[src/rtl/simon_pkg.sv]
// shared constants, field positions and carrier types of the system integrity monitor
package simon_pkg;

  // ***************************************************************
  // register map
  // ***************************************************************
  localparam logic [31:0] REG_ADDR_CTRL_STATUS = 32'h0000_0000;
  localparam logic [7:0]  REG_RESET_CTRL       = 8'h00;
  localparam int          REG_WIDTH            = 8;

  // ***************************************************************
  // field positions of integrity_ctrl_status
  // ***************************************************************
  localparam int BIT_SUPPLY_MONITOR_SELECT = 7;
  localparam int BIT_VOLTAGE_IRQ_ENABLE    = 6;
  localparam int BIT_VOLTAGE_BELOW_FLAG    = 5;
  localparam int BIT_LOWVOLT_RESET_FLAG    = 4;
  localparam int BIT_RESERVED              = 3;
  localparam int BIT_CLOCK_FAULT_IRQ_EN    = 2;
  localparam int BIT_SAFE_OSC_ACTIVE_FLAG  = 1;
  localparam int BIT_WDOG_RESET_FLAG       = 0;

  // ***************************************************************
  // bus and timing constants
  // ***************************************************************
  localparam logic [1:0] HTRANS_NONSEQ     = 2'h2;
  localparam logic       HRESP_OKAY        = 1'h0;
  localparam int         SYNC_STAGES       = 2;
  localparam int         OSC_FILTER_CYCLES = 4;

  // ***************************************************************
  // carrier types
  // ***************************************************************
  typedef struct packed {
    logic lvdEnabled;
    logic clockGuardEnabled;
    logic pllEnabled;
  } simon_option_type;

  typedef struct packed {
    logic supplyMonitorSelect;
    logic voltageEventIrqEnable;
    logic clockFaultIrqEnable;
  } simon_ctrl_type;

endpackage

[src/rtl/simon_sync.sv]
// two-flop synchroniser for asynchronous level inputs
`timescale 1ns/1ps
`default_nettype none
module simon_sync #(
  parameter int WIDTH = 1
) (
  // clock and reset
  input  wire logic             core_clk,
  input  wire logic             reset,
  // levels
  input  wire logic [WIDTH-1:0] asyncIn,
  output logic      [WIDTH-1:0] syncOut
);

  logic [WIDTH-1:0] stage1_q;

  // no reset on purpose: cleared stages would show a missing oscillator
  // for two cycles after every reset and trip the clock guard falsely
  // stage1_q feeds nothing but the second stage
  always_ff @(posedge core_clk) begin
    stage1_q <= asyncIn;
    syncOut  <= stage1_q;
  end

endmodule
`default_nettype wire

[src/rtl/simon_top.sv]
// system integrity monitor: supply watch, clock guard, reset flags, ahb-lite register
//
// The AHB-Lite register port and the register offsets were left to the implementer.
`timescale 1ns/1ps
`default_nettype none
//
// Functional notes
// - select bit routes comparator: 1 pin, 0 supply
// - enabled voltage interrupt on both comparator edges
// - voltage flag read-only, follows comparator
// - service entry clears pending voltage interrupt
// - voltage detection works only with detector enabled
// - oscillator glitch filter only while pll enabled
// - lost oscillator selects safe clock, then returns
// - safe flag set by hardware, read clears
// - clock fault enable void when guard disabled
// - guard disabled holds safe flag at zero
// - interrupt needs enable and cleared cpu mask
// - wait unaffected; both wake from wait
// - halt disables guard; configuration resumes after
// - lowvolt reset sets flag, zero write clears
// - lowvolt flag survives pin and watchdog resets
// - watchdog flag set by watchdog, cleared by lowvolt reset or zero write; pin reset keeps it
// - two flags record past lowvolt and watchdog resets, not only the last reset source
module simon_top #(
  parameter int FILTER_CYCLES = simon_pkg::OSC_FILTER_CYCLES
) (
  // clock and reset
  input  wire logic                      core_clk,
  input  wire logic                      reset,
  input  wire logic                      powerOnClear,
  // reset causes, valid while reset is high
  input  wire logic                      lvdResetCause,
  input  wire logic                      wdogResetCause,
  // option configuration
  input  wire simon_pkg::simon_option_type options,
  // analog and clock status, asynchronous
  input  wire logic                      auxCompBelow,
  input  wire logic                      mainOscPresent,
  // cpu state
  input  wire logic                      cpuIntMask,
  input  wire logic                      haltMode,
  input  wire logic                      voltageIrqAck,
  // ahb-lite slave
  input  wire logic                      hsel,
  input  wire logic [31:0]               haddr,
  input  wire logic [1:0]                htrans,
  input  wire logic                      hwrite,
  input  wire logic [2:0]                hsize,
  input  wire logic [31:0]               hwdata,
  input  wire logic                      hready,
  output logic                           hreadyout,
  output logic                           hresp,
  output logic [31:0]                    hrdata,
  // analog and clock control
  output logic                           auxSourceSelect,
  output logic                           safeOscEnable,
  output logic                           cpuClockOnSafe,
  // interrupt and wake
  output logic                           voltageIrq,
  output logic                           clockFaultIrq,
  output logic                           wakeFromWait
);

  // ***************************************************************
  // declarations
  // ***************************************************************
  localparam int CNT_W = $clog2(FILTER_CYCLES + 1);
  localparam logic [CNT_W-1:0] FILTER_LAST = CNT_W'(FILTER_CYCLES - 1);

  simon_pkg::simon_ctrl_type ctrl_q;
  logic                      compSync;
  logic                      oscSync;
  logic                      oscFilt_q;
  logic [CNT_W-1:0]          filtCnt_q;
  logic                      voltageBelow_d;
  logic                      voltageBelow_q;
  logic                      voltagePending_q;
  logic                      safeFlag_q;
  logic                      lowvoltFlag_q;
  logic                      wdogFlag_q;
  logic                      safeActive_d;
  logic                      addrAccept;
  logic                      mapped;
  logic                      wrPhase_q;
  logic                      readClear;
  logic                      regWrite;
  logic [7:0]                wrByte;
  logic [7:0]                regView;

  // hsize is accepted as is; only byte lane zero carries the register
  logic                      unusedSize;
  assign unusedSize = |hsize;

  // ***************************************************************
  // input synchronisers
  // ***************************************************************
  simon_sync #(
    .WIDTH (2)
  ) u_sync (
    .core_clk (core_clk),
    .reset    (reset),
    .asyncIn  ({auxCompBelow, mainOscPresent}),
    .syncOut  ({compSync, oscSync})
  );

  // ***************************************************************
  // ahb-lite slave, zero wait state
  // ***************************************************************
  assign hreadyout  = 1'b1;
  assign hresp      = simon_pkg::HRESP_OKAY;
  assign addrAccept = hsel & hready & htrans[1];
  assign mapped     = haddr[31:2] == simon_pkg::REG_ADDR_CTRL_STATUS[31:2];
  assign readClear  = addrAccept & ~hwrite & mapped;
  assign regWrite   = wrPhase_q;
  assign wrByte     = hwdata[7:0];

  always_ff @(posedge core_clk) begin
    if (reset) begin
      wrPhase_q <= 1'b0;
    end else if (hready) begin
      wrPhase_q <= addrAccept & hwrite & mapped;
    end
  end

  // read data taken at the address phase; unmapped reads return zero
  always_ff @(posedge core_clk) begin
    if (reset) begin
      hrdata <= 32'h0000_0000;
    end else if (addrAccept & ~hwrite) begin
      hrdata <= mapped ? {24'h00_0000, regView} : 32'h0000_0000;
    end
  end

  // reserved bit always reads zero whatever software writes
  always_comb begin
    regView = simon_pkg::REG_RESET_CTRL;
    regView[simon_pkg::BIT_SUPPLY_MONITOR_SELECT] = ctrl_q.supplyMonitorSelect;
    regView[simon_pkg::BIT_VOLTAGE_IRQ_ENABLE]    = ctrl_q.voltageEventIrqEnable;
    regView[simon_pkg::BIT_VOLTAGE_BELOW_FLAG]    = voltageBelow_q;
    regView[simon_pkg::BIT_LOWVOLT_RESET_FLAG]    = lowvoltFlag_q;
    regView[simon_pkg::BIT_RESERVED]              = 1'b0;
    regView[simon_pkg::BIT_CLOCK_FAULT_IRQ_EN]    = ctrl_q.clockFaultIrqEnable;
    regView[simon_pkg::BIT_SAFE_OSC_ACTIVE_FLAG]  = safeFlag_q;
    regView[simon_pkg::BIT_WDOG_RESET_FLAG]       = wdogFlag_q;
  end

  // ***************************************************************
  // control bits
  // ***************************************************************
  // no write can reach us in halt, so the configuration simply waits
  always_ff @(posedge core_clk) begin
    if (reset) begin
      ctrl_q <= '0;
    end else if (regWrite) begin
      ctrl_q.supplyMonitorSelect   <= wrByte[simon_pkg::BIT_SUPPLY_MONITOR_SELECT];
      ctrl_q.voltageEventIrqEnable <= wrByte[simon_pkg::BIT_VOLTAGE_IRQ_ENABLE];
      ctrl_q.clockFaultIrqEnable   <= wrByte[simon_pkg::BIT_CLOCK_FAULT_IRQ_EN];
    end
  end

  assign auxSourceSelect = ctrl_q.supplyMonitorSelect & options.lvdEnabled;

  // ***************************************************************
  // auxiliary voltage detection
  // ***************************************************************
  assign voltageBelow_d = compSync & options.lvdEnabled;

  always_ff @(posedge core_clk) begin
    if (reset) begin
      voltageBelow_q <= 1'b0;
    end else begin
      voltageBelow_q <= voltageBelow_d;
    end
  end

  // an edge in the acknowledge cycle still counts
  always_ff @(posedge core_clk) begin
    if (reset) begin
      voltagePending_q <= 1'b0;
    end else if ((voltageBelow_d != voltageBelow_q) & ctrl_q.voltageEventIrqEnable & options.lvdEnabled) begin
      voltagePending_q <= 1'b1;
    end else if (voltageIrqAck) begin
      voltagePending_q <= 1'b0;
    end
  end

  // ***************************************************************
  // clock guard
  // ***************************************************************
  // while pll enabled, a spike shorter than the filter is never seen as a clock change
  always_ff @(posedge core_clk) begin
    if (reset) begin
      oscFilt_q <= 1'b1;
      filtCnt_q <= '0;
    end else if (!options.pllEnabled) begin
      oscFilt_q <= oscSync;
      filtCnt_q <= '0;
    end else if (oscSync == oscFilt_q) begin
      filtCnt_q <= '0;
    end else if (filtCnt_q == FILTER_LAST) begin
      oscFilt_q <= oscSync;
      filtCnt_q <= '0;
    end else begin
      filtCnt_q <= filtCnt_q + CNT_W'(1);
    end
  end

  assign safeOscEnable = options.clockGuardEnabled & ~haltMode;
  assign safeActive_d  = safeOscEnable & ~oscFilt_q;

  always_ff @(posedge core_clk) begin
    if (reset) begin
      cpuClockOnSafe <= 1'b0;
    end else begin
      cpuClockOnSafe <= safeActive_d;
    end
  end

  // set wins over a read that lands while the safe clock still runs
  always_ff @(posedge core_clk) begin
    if (reset) begin
      safeFlag_q <= 1'b0;
    end else if (!options.clockGuardEnabled) begin
      safeFlag_q <= 1'b0;
    end else if (cpuClockOnSafe) begin
      safeFlag_q <= 1'b1;
    end else if (readClear) begin
      safeFlag_q <= 1'b0;
    end
  end

  // ***************************************************************
  // reset source flags
  // ***************************************************************
  // these flags outlive the system reset; powerOnClear wipes both, a zero write clears each
  always_ff @(posedge core_clk) begin
    if (powerOnClear) begin
      lowvoltFlag_q <= 1'b0;
      wdogFlag_q    <= 1'b0;
    end else if (reset) begin
      if (lvdResetCause) begin
        lowvoltFlag_q <= 1'b1;
        wdogFlag_q    <= 1'b0;
      end else if (wdogResetCause) begin
        wdogFlag_q    <= 1'b1;
      end
    end else if (regWrite) begin
      if (!wrByte[simon_pkg::BIT_LOWVOLT_RESET_FLAG]) begin
        lowvoltFlag_q <= 1'b0;
      end
      if (!wrByte[simon_pkg::BIT_WDOG_RESET_FLAG]) begin
        wdogFlag_q    <= 1'b0;
      end
    end
  end

  // ***************************************************************
  // interrupt requests
  // ***************************************************************
  always_comb begin
    voltageIrq    = voltagePending_q & ctrl_q.voltageEventIrqEnable & options.lvdEnabled & ~cpuIntMask;
    clockFaultIrq = safeFlag_q & ctrl_q.clockFaultIrqEnable & options.clockGuardEnabled & ~cpuIntMask;
    // neither source wakes from halt: voltage never, guard is off there
    wakeFromWait  = (voltageIrq | clockFaultIrq) & ~haltMode;
  end

  // ***************************************************************
  // assertions
  // ***************************************************************
  property p_select_route;
    @(posedge core_clk) disable iff (reset)
      (regWrite & wrByte[simon_pkg::BIT_SUPPLY_MONITOR_SELECT] & options.lvdEnabled) ##1 options.lvdEnabled
        |-> auxSourceSelect;
  endproperty
  a_select_route: assert property (p_select_route) else $error("select bit not routed");

  property p_edge_pends;
    @(posedge core_clk) disable iff (reset)
      ((voltageBelow_d != voltageBelow_q) & ctrl_q.voltageEventIrqEnable & options.lvdEnabled)
        |=> voltagePending_q;
  endproperty
  a_edge_pends: assert property (p_edge_pends) else $error("comparator edge lost");

  property p_flag_tracks;
    @(posedge core_clk) disable iff (reset)
      $stable(compSync) & $stable(options.lvdEnabled) |-> voltageBelow_q == (compSync & options.lvdEnabled);
  endproperty
  a_flag_tracks: assert property (p_flag_tracks) else $error("voltage flag off comparator");

  property p_ack_clears;
    @(posedge core_clk) disable iff (reset)
      voltageIrqAck & (voltageBelow_d == voltageBelow_q) |=> !voltagePending_q;
  endproperty
  a_ack_clears: assert property (p_ack_clears) else $error("ack did not clear pending");

  property p_lvd_gate;
    @(posedge core_clk) disable iff (reset)
      !options.lvdEnabled |-> !voltageIrq & !auxSourceSelect & !voltageBelow_d;
  endproperty
  a_lvd_gate: assert property (p_lvd_gate) else $error("voltage logic active without detector");

  property p_filter_bypass;
    @(posedge core_clk) disable iff (reset)
      !options.pllEnabled |=> oscFilt_q == $past(oscSync);
  endproperty
  a_filter_bypass: assert property (p_filter_bypass) else $error("filter acted without pll");

  property p_spike_blocked;
    @(posedge core_clk) disable iff (reset)
      options.pllEnabled & $changed(oscSync) & (oscSync != oscFilt_q) ##1 (oscSync == oscFilt_q)
        |=> $stable(oscFilt_q);
  endproperty
  a_spike_blocked: assert property (p_spike_blocked) else $error("single spike passed filter");

  property p_safe_switch;
    @(posedge core_clk) disable iff (reset)
      safeActive_d |=> cpuClockOnSafe;
  endproperty
  a_safe_switch: assert property (p_safe_switch) else $error("safe clock not selected");

  property p_read_clears_safe;
    @(posedge core_clk) disable iff (reset)
      readClear & !cpuClockOnSafe & options.clockGuardEnabled |=> !safeFlag_q;
  endproperty
  a_read_clears_safe: assert property (p_read_clears_safe) else $error("read left safe flag");

  property p_guard_off;
    @(posedge core_clk) disable iff (reset)
      !options.clockGuardEnabled |=> !safeFlag_q & !clockFaultIrq;
  endproperty
  a_guard_off: assert property (p_guard_off) else $error("safe flag set with guard off");

  property p_mask_gate;
    @(posedge core_clk) disable iff (reset)
      cpuIntMask |-> !voltageIrq & !clockFaultIrq;
  endproperty
  a_mask_gate: assert property (p_mask_gate) else $error("irq with cpu mask set");

  property p_halt_guard;
    @(posedge core_clk) disable iff (reset)
      haltMode |-> !safeOscEnable ##1 !cpuClockOnSafe;
  endproperty
  a_halt_guard: assert property (p_halt_guard) else $error("guard active in halt");

  property p_lvd_reset_flags;
    @(posedge core_clk) disable iff (powerOnClear)
      reset & lvdResetCause |=> lowvoltFlag_q & !wdogFlag_q;
  endproperty
  a_lvd_reset_flags: assert property (p_lvd_reset_flags) else $error("lowvolt reset flags wrong");

  property p_lowvolt_kept;
    @(posedge core_clk) disable iff (powerOnClear)
      reset & lowvoltFlag_q & !lvdResetCause |=> lowvoltFlag_q;
  endproperty
  a_lowvolt_kept: assert property (p_lowvolt_kept) else $error("lowvolt flag lost in reset");

  property p_fault_drop;
    @(posedge core_clk) disable iff (reset)
      $fell(safeFlag_q) |-> !clockFaultIrq;
  endproperty
  a_fault_drop: assert property (p_fault_drop) else $error("clock fault irq stuck");

endmodule
`default_nettype wire

[config.mk]
export PLATFORM = sky130hd
export DESIGN_NAME = simon_top
export DESIGN_NICKNAME = d
export VERILOG_FILES = /design/src/rtl/simon_pkg.sv /design/src/rtl/simon_sync.sv /design/src/rtl/simon_top.sv
export SDC_FILE = /design/constraint.sdc
export NUM_CORES = 1
export LEC_CHECK = 0
export BUFFER_PORTS_ARGS = -buffer_cell sky130_fd_sc_hd__buf_4
export CORE_ASPECT_RATIO = 1.1
export CORE_MARGIN = 3
export CORE_UTILIZATION = 38
export DETAILED_ROUTE_END_ITERATION = 6
export GPL_TIMING_DRIVEN = 0
export PLACE_DENSITY = 0.85
export SYNTH_ARGS = -nofsm -noshare
export SYNTH_HDL_FRONTEND = slang
export SYNTH_SLANG_ARGS = --single-unit
[constraint.sdc]
create_clock -name core_clk -period 3.7 [get_ports core_clk]
set_input_delay 0.37 -clock core_clk [delete_from_list [all_inputs] [get_ports core_clk]]
set_output_delay 0.37 -clock core_clk [all_outputs]
set_load 0.005 [all_outputs]
# --- Yosys cells after proc, flatten, opt, wreduce, memory -nomap -nowiden ---
# Cells that the tools add are included.
classes:
  n_eq_ne: 9
  shifts: 0
  mul: 0
  add_sub_neg: 1
  reduce_logical: 9
  div: 0
  n_mux: 17
  bitwise: 26
  n_lt_le_gt_ge: 0
op_table:
  columns: ["operator", "count"]
  rows:
  - ["$logic_not 30->1", 1]
  - ["$and 1x1->1", 19]
  - ["$mux 1", 16]
  - ["$mux 8", 1]
  - ["$ne 2x2->1 const B", 3]
  - ["$not 1->1", 6]
  - ["$reduce_and 3->1", 2]
  - ["$reduce_bool 2->1", 3]
  - ["$ne 2x1->1 const B", 2]
  - ["$reduce_or 4->1", 1]
  - ["$add 3x1->3 const B", 1]
  - ["$eq 3x2->1 const B", 1]
  - ["$ne 3x1->1 const B", 1]
  - ["$reduce_and 2->1", 1]
  - ["$reduce_or 2->1", 1]
  - ["$eq 1x1->1", 1]
  - ["$ne 1x1->1", 1]
  - ["$or 1x1->1", 1]
totals:
  output_inout_bits: 40
  memories: 0
  latch_bits: 0
  ff_bits: 50
  word_cells: 77
  mem_bits_rw: 0
  input_bits: 85
  romBits: 0

# --- Longest topological paths before layout ---
# Gate-level depths: netlist of run 1.
depth:
  depth_word: 6
  ltp_mapped: 5
  ltp_nobuf: 5

# --- Cells and area by module ---
# A second synthesis of run 1 with hierarchy kept.
unflattened:
  hier_cells: 141
  hier_area_um2: 1234.9
by_module_without_submodules:
  columns: ["mod", "cells_each", "instances", "seq_area_each_um2", "area_per_inst_um2"]
  rows:
  - ["simon_top", 137, 1, 420.4, 1154.9]
  - ["simon_sync", 4, 1, 80.1, 80.1]

# --- Worst setup path before layout of run 1 ---
# Ideal clock, no wire load.
synth_timing:
  path_type: "input port to flip-flop"
  startpoint: "input port haddr[26]"
  endpoint: "register hrdata[1]"
  t_required_ns: 3.629
  t_arrival_ns: 1.481
  setup_time_ns: 0.071
  n_path_buf: 0
  stages: 4
  slack_ns: 2.148
  cell_sequence: "nor4_1 > nand4_1 > or4_1 > a21oi_1"
synth_via:
  elab_chain_cells: 2
synth_lines:
  columns: ["element", "line_no", "source"]
  rows:
  - ["start, declared", "simon_top.sv:46", "input wire logic [31:0] haddr,"]
  - ["$logic_not 30->1", "simon_top.sv:113", "assign mapped = haddr[31:2] == simon_pkg::REG_ADDR_CTRL_STATUS[31:2];"]
  - ["$mux 8", "simon_top.sv:131", "hrdata <= mapped ? {24'h00_0000, regView} : 32'h0000_0000;"]
  - ["end signal, assigned", "simon_top.sv:131", null]
  - ["end, declared", "simon_top.sv:54", "output logic [31:0] hrdata,"]
# Every way passes these cells.
# A chain may end at the register's enable or synchronous reset.

# --- Worst setup path in the final report of run 1 ---
layout_timing:
  startpoint: "register ctrl_q[0] (netlist name)"
  endpoint: "output port wakeFromWait"
layout_via:
  elab_chain_cells: 5
layout_lines:
  columns: ["element", "line_no", "source"]
  rows:
  - ["start, declared", "simon_top.sv:71", "simon_pkg::simon_ctrl_type ctrl_q;"]
  - ["$and 1x1->1 (3 in a row)", "simon_top.sv:263", "clockFaultIrq = safeFlag_q & ctrl_q.clockFaultIrqEnable & options.clockGuardEnabled & ~cpuIntMask;"]
  - ["$or 1x1->1", "simon_top.sv:265", "wakeFromWait = (voltageIrq | clockFaultIrq) & ~haltMode;"]
  - ["$and 1x1->1", "simon_top.sv:265", null]
  - ["end, declared", "simon_top.sv:62", "output logic wakeFromWait"]
# Every way passes these cells.

==> results of run 1 <==
## layer usage
| layer | vias to the layer above | wire length [um] | GRT usage (%) |
|---|---|---|---|
| met3 | 2 | 345 | 2.75 |
| li1 | 611 | - | - |
| met4 | 0 | 31 | 6.93 |
| met2 | 59 | 1520 | 26.6 |
| met5 | - | 0 | 0 |
| met1 | 511 | 994 | 16.7 |
## cell usage after synthesis, types with 3 or more instances
cell      count  area, um^2
buf_4        27         203
dfxtp_1      25         500
nor2_1       13        48.8
inv_1        10        37.5
a21oi_1       9        45.0
nand2_1       9        33.8
or4_1         7        52.6
nor4_1        6        37.5
mux2i_1       4        40.0
clkbuf_1      3        11.3
nand2b_1      3        18.8
## cell type report
cell class              instances  share of cell area, %
inverters                      10                   2.00
multi-input cells             101                   30.7
plain buffers                  30                   11.4
clock buffers                   4                   1.40
well taps                      34                   2.27
flip-flops and latches         25                   26.7
repair buffers                 64                   25.6
## power by group through the flow
stage	logic [mW]	registers, mW	clock network (mW)
2_1_floorplan	0.0416	0.283	0
5_1_grt	0.101	0.279	0.132
3_5_place_dp	0.0898	0.284	0
3_3_place_gp	0.0881	0.284	0
4_1_cts	0.0899	0.278	0.119
6_report	0.0914	0.278	0.115
## flip-flops by register name, indices dropped and copies added (netlist names)
register / flops
u_sync.stage1_q: 2
ctrl_q: 3
cpuClockOnSafe: 1
lowvoltFlag_q: 1
wdogFlag_q: 1
voltagePending_q: 1
voltageBelow_q: 1
filtCnt_q: 3
u_sync.syncOut: 2
hrdata: 7
oscFilt_q: 1
safeFlag_q: 1
regWrite: 1
## per-stage QoR
step                      std cells  total power, mW  setup slack (ps)  instance area, um^2
final                           268            0.485              1830                 1880
after global routing            268            0.512              1740                 1880
after CTS                       268            0.487              1810                 1880
after detailed placement        264            0.374              1810                 1850
after global placement          264            0.372              1830                 1850
after floorplan                 166            0.325              2150                 1330
## worst min path at each step
stage	slack (ps)	endpoint	start	depth (start not counted)
after floorplan	310	u_sync.syncOut[0]	u_sync.stage1_q[0]	0
after global placement	310	u_sync.syncOut[0]	u_sync.stage1_q[0]	0
after detailed placement	310	u_sync.syncOut[1]	u_sync.stage1_q[1]	0
after CTS	150	u_sync.stage1_q[0]	mainOscPresent	1
after global routing	140	u_sync.stage1_q[1]	auxCompBelow	1
final	150	u_sync.stage1_q[1]	auxCompBelow	1
## cell families (layout without fill, tap and decap cells)
logic type	after synthesis	after routing	synth area share, %
AOI/OAI and AO/OA	14	14	6.69
adders and majority gates	2	2	2.03
buffers and inverters	40	108	20.4
muxes	4	4	3.25
xor gates and xnor gates	2	2	1.42
other	2	27	0.609
DFF	25	25	40.6
and+or+nand+nor	52	52	25.1
## worst max-delay path: cells and delay by family (launching register included)
family	cells	cell delay, ps
buf+inv	2	180
flops	1	360
simple gates	3	660
## cell usage in the layout, fill, tap and decap left out
| cell | Yosys | layout |
|---|---|---|
| buf_4 | 27 | 91 |
| conb_1 | 2 | 27 |
| dfxtp_1 | 25 | 25 |
| nor2_1 | 13 | 13 |
| inv_1 | 10 | 10 |
| nand2_1 | 9 | 9 |
| a21oi_1 | 9 | 9 |
| or4_1 | 7 | 7 |
| nor4_1 | 6 | 6 |
| clkbuf_1 | 3 | 4 |
| mux2i_1 | 4 | 4 |
| nand2b_1 | 3 | 3 |
| clkbuf_4 | 0 | 3 |
| nor2b_1 | 2 | 2 |
| nand4_1 | 2 | 2 |
| nor3b_1 | 2 | 2 |
| ha_1 | 2 | 2 |
| and4b_1 | 1 | 1 |
| nor4b_1 | 1 | 1 |
| and2_1 | 1 | 1 |
| xnor2_1 | 1 | 1 |
| or3_1 | 1 | 1 |
| nor4_2 | 1 | 1 |
| nand4_2 | 1 | 1 |
| or2_1 | 1 | 1 |
| o22ai_1 | 1 | 1 |
| xor2_1 | 1 | 1 |
| a32oi_1 | 1 | 1 |
| nand4b_2 | 1 | 1 |
| o31a_1 | 1 | 1 |
| o21ai_0 | 1 | 1 |
| a2111oi_0 | 1 | 1 |
==> results by group, run 1 <==
Layout
  • Area of the multi-input gates: 576 um^2
  • Syn-to-layout area delta: 52.1%
  • Fin util: 61.1%
  • Layout cells sized above 1: 41.5%
  • Reg area: 500 um^2
  • Antenna cells: 0
  • # nets final: around 320
  • # fillers: 283

Die
  • Die footprint: slightly below 4000 um^2
  • Chip Height: between 60 and 70 um
  • # rows: 21
  • Die X: 60.3 um
  • Initial Util: approximately 40%
  • Core area: 3070 um^2
  • IO Pins: 125

Timing
  • Final period utilization: 50.6%
  • Setup TNS: 0 ps
  • Fmax: 534 MHz
  • Final setup vio count: 0
  • Final clock skew: 4.49 ps
  • Min Hold Slack: 155 ps
  • Pins Over Slew Limit: 0
  • Final-report hold violation count: 0
  • RSZ-0062 raised after global routing: false
  • Tmin final: 1870 ps

Global routing
  • GR Overflow Total: 0
  • Largest net degree at the start of global routing: 14
  • Vias in the first global route: between 1000 and 1500
  • First-pass GRT wire length: approximately 4.5 mm
  • Gr usage total: between 10% and 20%
  • Antenna violations before repair: 0

Clock tree
  • CTS Root Buffer Type: clkbuf_4
  • CTS Hold Buffers Added: 0
  • Clk sinks: 25
  • H-tree depth: 1
  • Clock buffer depth: 2
  • Post-cts sizing count: 0
  • CTS Buf Count: 3
  • Worst-path clk slew: ~120 ps
  • Clk_lat worst skew: 310 ps
  • CTS tree: done
  • Setup bufs post-CTS: 0

Critical path
  • R2R Path Start: filtCnt_q[0]
  • Crit-path slowest cell: nor4b_1
  • Crit-path max cell delay: 450 ps
  • Startpoint types: register
  • Worst setup path start: ctrl_q[0]
  • Reg2reg setup slack: 2340 ps
  • Crit path DAT: 1500 ps
  • Critical path capture point type: output port
  • Kind of critical path: register to output port
  • CP Capture Point: wakeFromWait
  • Cell chain of the critical path: inv_1, nor4b_1, nor2_1, nor2_1, buf_4
  • Crit path required time: 3330 ps
  • Crit Path Max Fanout: 2
  • R2R Path End: filtCnt_q[0]
  • Most used cell, CP: nor2_1
  • R2r worst-path depth: 5

Yosys
  • Number of flops mapped to enable cells by yosys: 0
  • Post-synthesis sequential element count: 25
  • Mapped Cells: 141
  • YS warnings: 0
  • Seq/Total Area, Yosys: 40.6%
  • Synth cell types: 31
  • Asr flop ratio synth: 0%
  • Mean area per synthesized cell: between 8 and 9 um^2
  • Top FF cell, synth: dfxtp_1
  • Mapped cell area: 1230 um^2

Place
  • HPWL Detailed: 2.50 mm
  • Port bufs: 64
  • Gpl congestion: a little under 0.8

Power and ir drop
  • Lkg Pwr: 0.916 nW
  • Combinational Power Share: 18.8%
  • Sw Pwr: 0.108 mW
  • Int Pwr: 0.377 mW
  • Clock Power Share: 23.8%
  • Sequential share of power: 57.3%
  • Sw Share: 22.2%
  • P per Cell Area: between 200 and 300 nW/um^2
  • Peak VDD IR: 192 uV

Route
  • Routed vias: 1183
  • Final Routed Wirelength: between 2 and 3 mm
  • Initial drt markers: 28
  • Routed len/inst: between 10 and 15 um
  • First-pass iteration count of the detailed router: 4
  • Drt drc: 0
  • Drt via density: 4.41
  • Post-DRT Antenna Nets: 0

Hold path
  • Worst hold path class: input pin to register

Run status
  • Status: completed

Run
  • Maxcap violations: 0
Note: power is estimated with default switching activity, not from simulation.
==> run 2: changes to the inputs <==
ABC_AREA = 1   (was unset)
CORE_UTILIZATION = 37   (was 38)
PLACE_DENSITY = 0.8   (was 0.85)
clock period = 1.94 ns   (was 3.7 ns; I/O delays follow)
==> run 2 against run 1 <==
  * Via count grew 20%
  * Cell count grew 29%
  * Non-clock buffer count is the same
  * Combinational power grew 120%
  * Flip-flop and latch count is the same
  * Count of clock-buffer cells in the layout shrank 1
  * Total power grew 98%
==> results by group, run 2 <==
Power and ir drop
  • Sequential share of power: 55.2%
  • Lkg Pwr: 1.11 nW
  • P per Cell Area: approximately 460 nW/um^2
  • Combinational Power Share: between 20% and 30%
  • Int Pwr: roughly 0.73 mW
  • Sw Pwr: ~0.23 mW
  • Peak VDD IR: 538 uV
  • Clock Power Share: 24.1%
  • Sw Share: 24.4%

Route
  • Routed len/inst: 9.28 um
  • Post-DRT Antenna Nets: 0
  • Routed vias: 1425
  • Final Routed Wirelength: 3.20 mm
  • Drt via density: 4.13
  • Drt drc: 0
  • First-pass iteration count of the detailed router: 4
  • Initial drt markers: 30

Yosys
  • Post-synthesis sequential element count: 25
  • Mean area per synthesized cell: 6.86 um^2
  • Synth cell types: 21
  • Mapped Cells: slightly above 200
  • Top FF cell, synth: dfxtp_1
  • Asr flop ratio synth: 0%
  • Post-synth top area cell: dfxtp_1
  • Ranking of synthesized cells by area: dfxtp_1, buf_4, nand2_1
  • YS warnings: 0
  • Mapped cell area: 1390 um^2
  • Top cell type's share of synthesized area: 36.1%
  • Seq/Total Area, Yosys: 36.1%
  • Number of flops mapped to enable cells by yosys: 0
  • Most frequent cell after synthesis: nand2_1
  • Top cells by count, synth: nand2_1, inv_1, nor2_1

Global routing
  • First-pass GRT wire length: 5.07 mm
  • Vias in the first global route: 1217
  • Gr usage total: 13.8%
  • GR Overflow Total: 0
  • Largest net degree at the start of global routing: 16
  • Antenna violations before repair: 0

Layout
  • Syn-to-layout area delta: 49.4%
  • Layout cells sized above 1: 34.7%
  • Antenna cells: 0
  • Design area: 2070 um^2
  • Most common cell after layout, fill and taps aside: buf_4
  • Post-Layout Cell Count: 345
  • Commonest non-fill, non-tap cells in the layout: buf_4, nand2_1, inv_1, nor2_1, conb_1
  • Largest regs: hrdata (7), ctrl_q (3), filtCnt_q (3)
  • Max reg flops: 7
  • Top reg by flops: hrdata
  • # nets final: 385

Die
  • IO Pins: 125
  • # rows: 22
  • Initial Util: 40.0%
  • Die footprint: 4520 um^2
  • Chip Height: around 70 um
  • Core area: roughly 3500 um^2
  • Die X: 64.4 um

Critical path
  • Startpoint types: register
  • CP top delay family: flip-flops
  • Crit path required time: 1750 ps
  • Crit path DAT: 1190 ps
  • Cell chain of the critical path: nand2_1, inv_1, nand3_1, a21oi_1, buf_4
  • Worst setup path start: ctrl_q[1]
  • R2r worst-path depth: 5
  • Number of cells on the critical path: 5
  • Crit-path slowest cell: dfxtp_1
  • Crit-path max cell delay: approximately 380 ps
  • R2R Path End: filtCnt_q[0]
  • Kind of critical path: register to output port
  • R2R Path Start: filtCnt_q[0]
  • Crit path buf inv count: 2
  • Crit Path Max Fanout: 3
  • CP Capture Point: wakeFromWait
  • Critical path capture point type: output port
  • Reg2reg setup slack: 790 ps

Place
  • Area after DPL: 2020 um^2
  • Port bufs: 64
  • Placed cells: 339
  • HPWL Detailed: around 2.7 mm
  • Gpl congestion: 0.708

Run
  • Maxcap violations: 0

Timing
  • Final period utilization: 71.4%
  • Final-report hold violation count: 0
  • Final setup vio count: 0
  • Fmax: 722 MHz
  • Pins Over Slew Limit: 0
  • Setup TNS: 0 ps
  • RSZ-0062 raised after global routing: false
  • Tmin final: roughly 1400 ps
  • Final clock skew: 8.46 ps

Clock tree
  • Post-cts sizing count: 0
  • Worst-path clk slew: around 120 ps
  • Clock buffer depth: 2
  • CTS Hold Buffers Added: 2
  • Clk_lat worst skew: roughly 320 ps
  • Setup bufs post-CTS: 0
  • H-tree depth: 1
  • CTS tree: done
  • CTS Root Buffer Type: clkbuf_4
  • CTS Buf Count: 3
  • Clk sinks: 25

Hold path
  • Worst hold path class: input pin to register

Run status
  • Status: completed
==> run 2: layer usage <==
metal / vias to the layer above / share of wire (%) / global-route usage, %
li1: 754 / - / -
met1: 603 / 39 / 15.3
met2: 64 / 50 / 25.8
met3: 4 / 9.9 / 3.05
met4: 0 / 1.3 / 4.23
met5: - / 0 / 0
==> run 2: layout make-up <==
cell class / instances / area [um^2]
multi-input cells: 142 / 646
repair buffers: 66 / 500
flip-flops and latches: 25 / 500
clock buffers: 3 / 22.5
fillers: 347 / 1400
clock inverters: 1 / 7.51
well taps: 48 / 60.1
plain buffers: 28 / 214
inverters: 32 / 120
==> run 2: worst min path at each step <==
stage                              start            endpoint  slack, ps  cells after the start
after floorplan           mainOscPresent  u_sync.stage1_q[0]        220                      0
after global placement    mainOscPresent  u_sync.stage1_q[0]        300                      1
after detailed placement  mainOscPresent  u_sync.stage1_q[0]        300                      1
after CTS                   powerOnClear       lowvoltFlag_q         10                      2
after global routing            haltMode      cpuClockOnSafe         10                      2
final                       powerOnClear       lowvoltFlag_q         30                      2
==> run 2: cell families (layout without fill, tap and decap cells) <==
logic type,after synthesis,in the layout,share of synthesized area [%]
xor gates and xnor gates,1,1,0.632
adders and majority gates,2,2,1.80
buffers and inverters,60,130,24.1
DFF,25,25,36.1
other,2,27,0.542
and+or+nand+nor,95,95,30.0
AOI/OAI and AO/OA,17,17,6.86
==> run 2: power by group through the flow <==
stage,logic [mW],registers [mW],clock network [mW]
global route,0.222,0.533,0.261
global placement,0.190,0.542,0
CTS,0.197,0.531,0.240
detailed placement,0.193,0.542,0
floorplan,0.0964,0.541,0
finish,0.199,0.531,0.232
==> run 2: metrics by stage <==
| stage | utilization [%] | setup WS [ps] | power (mW) | hold slack (ps) |
|---|---|---|---|---|
| final | 59.7 | 555 | 0.962 | 28.2 |
| after global routing | 59.7 | 455 | 1.02 | 13.1 |
| after CTS | 59.7 | 549 | 0.968 | 14.3 |
| after detailed placement | 58.3 | 680 | 0.736 | 300 |
| after global placement | 58.3 | 740 | 0.732 | 299 |
| after floorplan | - | 948 | 0.637 | 222 |
==> run 3: changes to the inputs <==
clock period = 1.45 ns   (was 1.94 ns; I/O delays follow)
==> run 3 against run 2 <==
  * Sequential share of layout area decreased by 0.57 points
  * Count of clock-buffer cells in the layout unchanged
  * Non-clock buffer count increased by 5
  * Global-route usage increased by 0.30 points
  * Via count is 0.91% higher
  * Clock skew rose by 0.71 ps
  * Sequential power up 34%
  * Combinational power up 39%
  * Setup slack worse by 420 ps
  * Total power grew 35%
  * Core utilization up 1.4 points
  * Critical path depth stayed put
  * Largest cell class unchanged
  * Highest routed layer unchanged
==> results by group, run 3 (same netlist as run 2, synthesis figures left out) <==
Layout
  • Syn-to-layout area delta: 53.0%
  • # fillers: 341
  • Post-Layout Cell Count: 350
  • Top reg by flops: hrdata
  • Commonest non-fill, non-tap cells in the layout: buf_4, nand2_1, inv_1, nor2_1, conb_1
  • Layout cells sized above 1: 34.1%
  • Most common cell after layout, fill and taps aside: buf_4
  • # nets final: 390
  • Max reg flops: 7
  • Largest regs: hrdata (7), ctrl_q (3), filtCnt_q (3)
  • Design area: 2120 um^2
  • Reg area: 500 um^2
  • Antenna cells: 0
  • Area of the multi-input gates: ~650 um^2

Critical path
  • Crit-path max cell delay: 380 ps
  • Startpoint types: register
  • Critical path capture point type: output port
  • Crit Path Max Fanout: 3
  • Cell chain of the critical path: nand2_1, inv_1, nand3_1, a21oi_1, buf_4
  • R2R Path End: filtCnt_q[0]
  • Crit path buf inv count: 2
  • Crit-path slowest cell: dfxtp_1
  • Crit path required time: about 1300 ps
  • CP top delay family: flip-flops
  • R2r worst-path depth: 5
  • Crit path DAT: 1170 ps
  • Reg2reg setup slack: approximately 310 ps
  • R2R Path Start: filtCnt_q[0]
  • Kind of critical path: register to output port

Clock tree
  • Clk_lat worst skew: 320 ps
  • CTS tree: done
  • Post-cts sizing count: 0
  • CTS Root Buffer Type: clkbuf_4
  • Setup bufs post-CTS: 0
  • H-tree depth: 1
  • CTS Hold Buffers Added: 7
  • Clock buffer depth: 2
  • CTS Buf Count: 3
  • Clk sinks: 25
  • Worst-path clk slew: approximately 130 ps

Run status
  • Status: completed

Hold path
  • WHS Path Cells: 3
  • WHS Endpoint: ctrl_q[0]
  • Worst hold path class: input pin to register
  • Beginning of the worst hold path: hwdata[2]

Route
  • Drt drc: 0
  • Routed len/inst: 9.29 um
  • Final Routed Wirelength: roughly 3.3 mm
  • Post-DRT Antenna Nets: 0
  • Drt via density: a little over 4
  • Routed vias: 1438
  • Initial drt markers: 26
  • First-pass iteration count of the detailed router: 4

Global routing
  • Vias in the first global route: 1246
  • Grt met1 use: 15.2%
  • Top Usage Layer GRT: met2
  • GR Overflow Total: 0
  • Global routing usage on met3: 3.05%
  • Largest net degree at the start of global routing: 16
  • Antenna violations before repair: 0
  • First-pass GRT wire length: 5.17 mm
  • Met2 Usage GRT: 26.9%
  • Gr usage total: between 10% and 20%

Timing
  • Final setup vio count: 0
  • Final-report hold violation count: 0
  • RSZ-0062 raised after global routing: false
  • Tmin final: about 1300 ps
  • Pins Over Slew Limit: 0
  • Final period utilization: 90.7%
  • Final clock skew: 9.17 ps
  • Fmax: 760 MHz
  • Final WS setup: around 130 ps
  • Setup TNS: 0 ps

Power and ir drop
  • P per Cell Area: 610 nW/um^2
  • Peak VDD IR: 717 uV
  • Lkg Pwr: 1.13 nW
  • Power Total: 1.29 mW

Die
  • Die X: between 60 and 70 um
  • Chip Height: 70.2 um
  • # rows: 22
  • Die footprint: 4520 um^2
  • IO Pins: 125
  • Core area: around 3500 um^2
  • Initial Util: around two fifths

Place
  • Port bufs: 64
  • HPWL Detailed: 2.71 mm
  • Placed cells: around 340
  • Area after DPL: 2020 um^2
  • Pre-CTS WS: 239 ps
  • Gpl congestion: slightly above 0.7

Run
  • Maxcap violations: 0
## run 3: layout make-up
type,instances,area share [%]
repair buffers,71,26.0
clock buffers,3,1.06
flip-flops and latches,25,23.6
clock inverters,1,0.354
inverters,32,5.66
well taps,48,2.83
multi-input cells,142,30.4
plain buffers,28,10.1
## run 3: per-stage QoR
| step | hold WS [ps] | utilization, % |
|---|---|---|
| finish | 24.3 | 61.1 |
| global route | 21.8 | 61.1 |
| CTS | 8.71 | 61.1 |
| detailed placement | 251 | 58.3 |
| global placement | 250 | 58.3 |
| floorplan | 173 | - |
## run 3: how the worst max path moves through the flow
stage / from / endpoint / slack [ps] / depth (start not counted)
4_1_cts: ctrl_q[1] / wakeFromWait / 110 / 5
5_1_grt: ctrl_q[1] / wakeFromWait / 30 / 5
6_report: ctrl_q[1] / wakeFromWait / 130 / 5
2_1_floorplan: filtCnt_q[0] / filtCnt_q[0] / 460 / 5
3_3_place_gp: haddr[27] / hrdata[5] / 300 / 8
3_5_place_dp: haddr[29] / hrdata[2] / 240 / 8
## run 3: metal layers
layer	routed length [um]	vias to the layer above
met3	308	4
met1	1240	608
met5	0	-
met4	40	0
li1	-	764
met2	1660	62
## run 3: tightest hold or removal path, cell delays in order
cell     delay, ps
buf_4           80
nand2_1         50
nand2_1         50
## run 3: report_power, final
| group | internal (mW) | switching, mW |
|---|---|---|
| Sequential | 0.702 | 0.00822 |
| Combinational | 0.174 | 0.103 |
| Clock | 0.105 | 0.201 |
| Total | 0.982 | 0.312 |
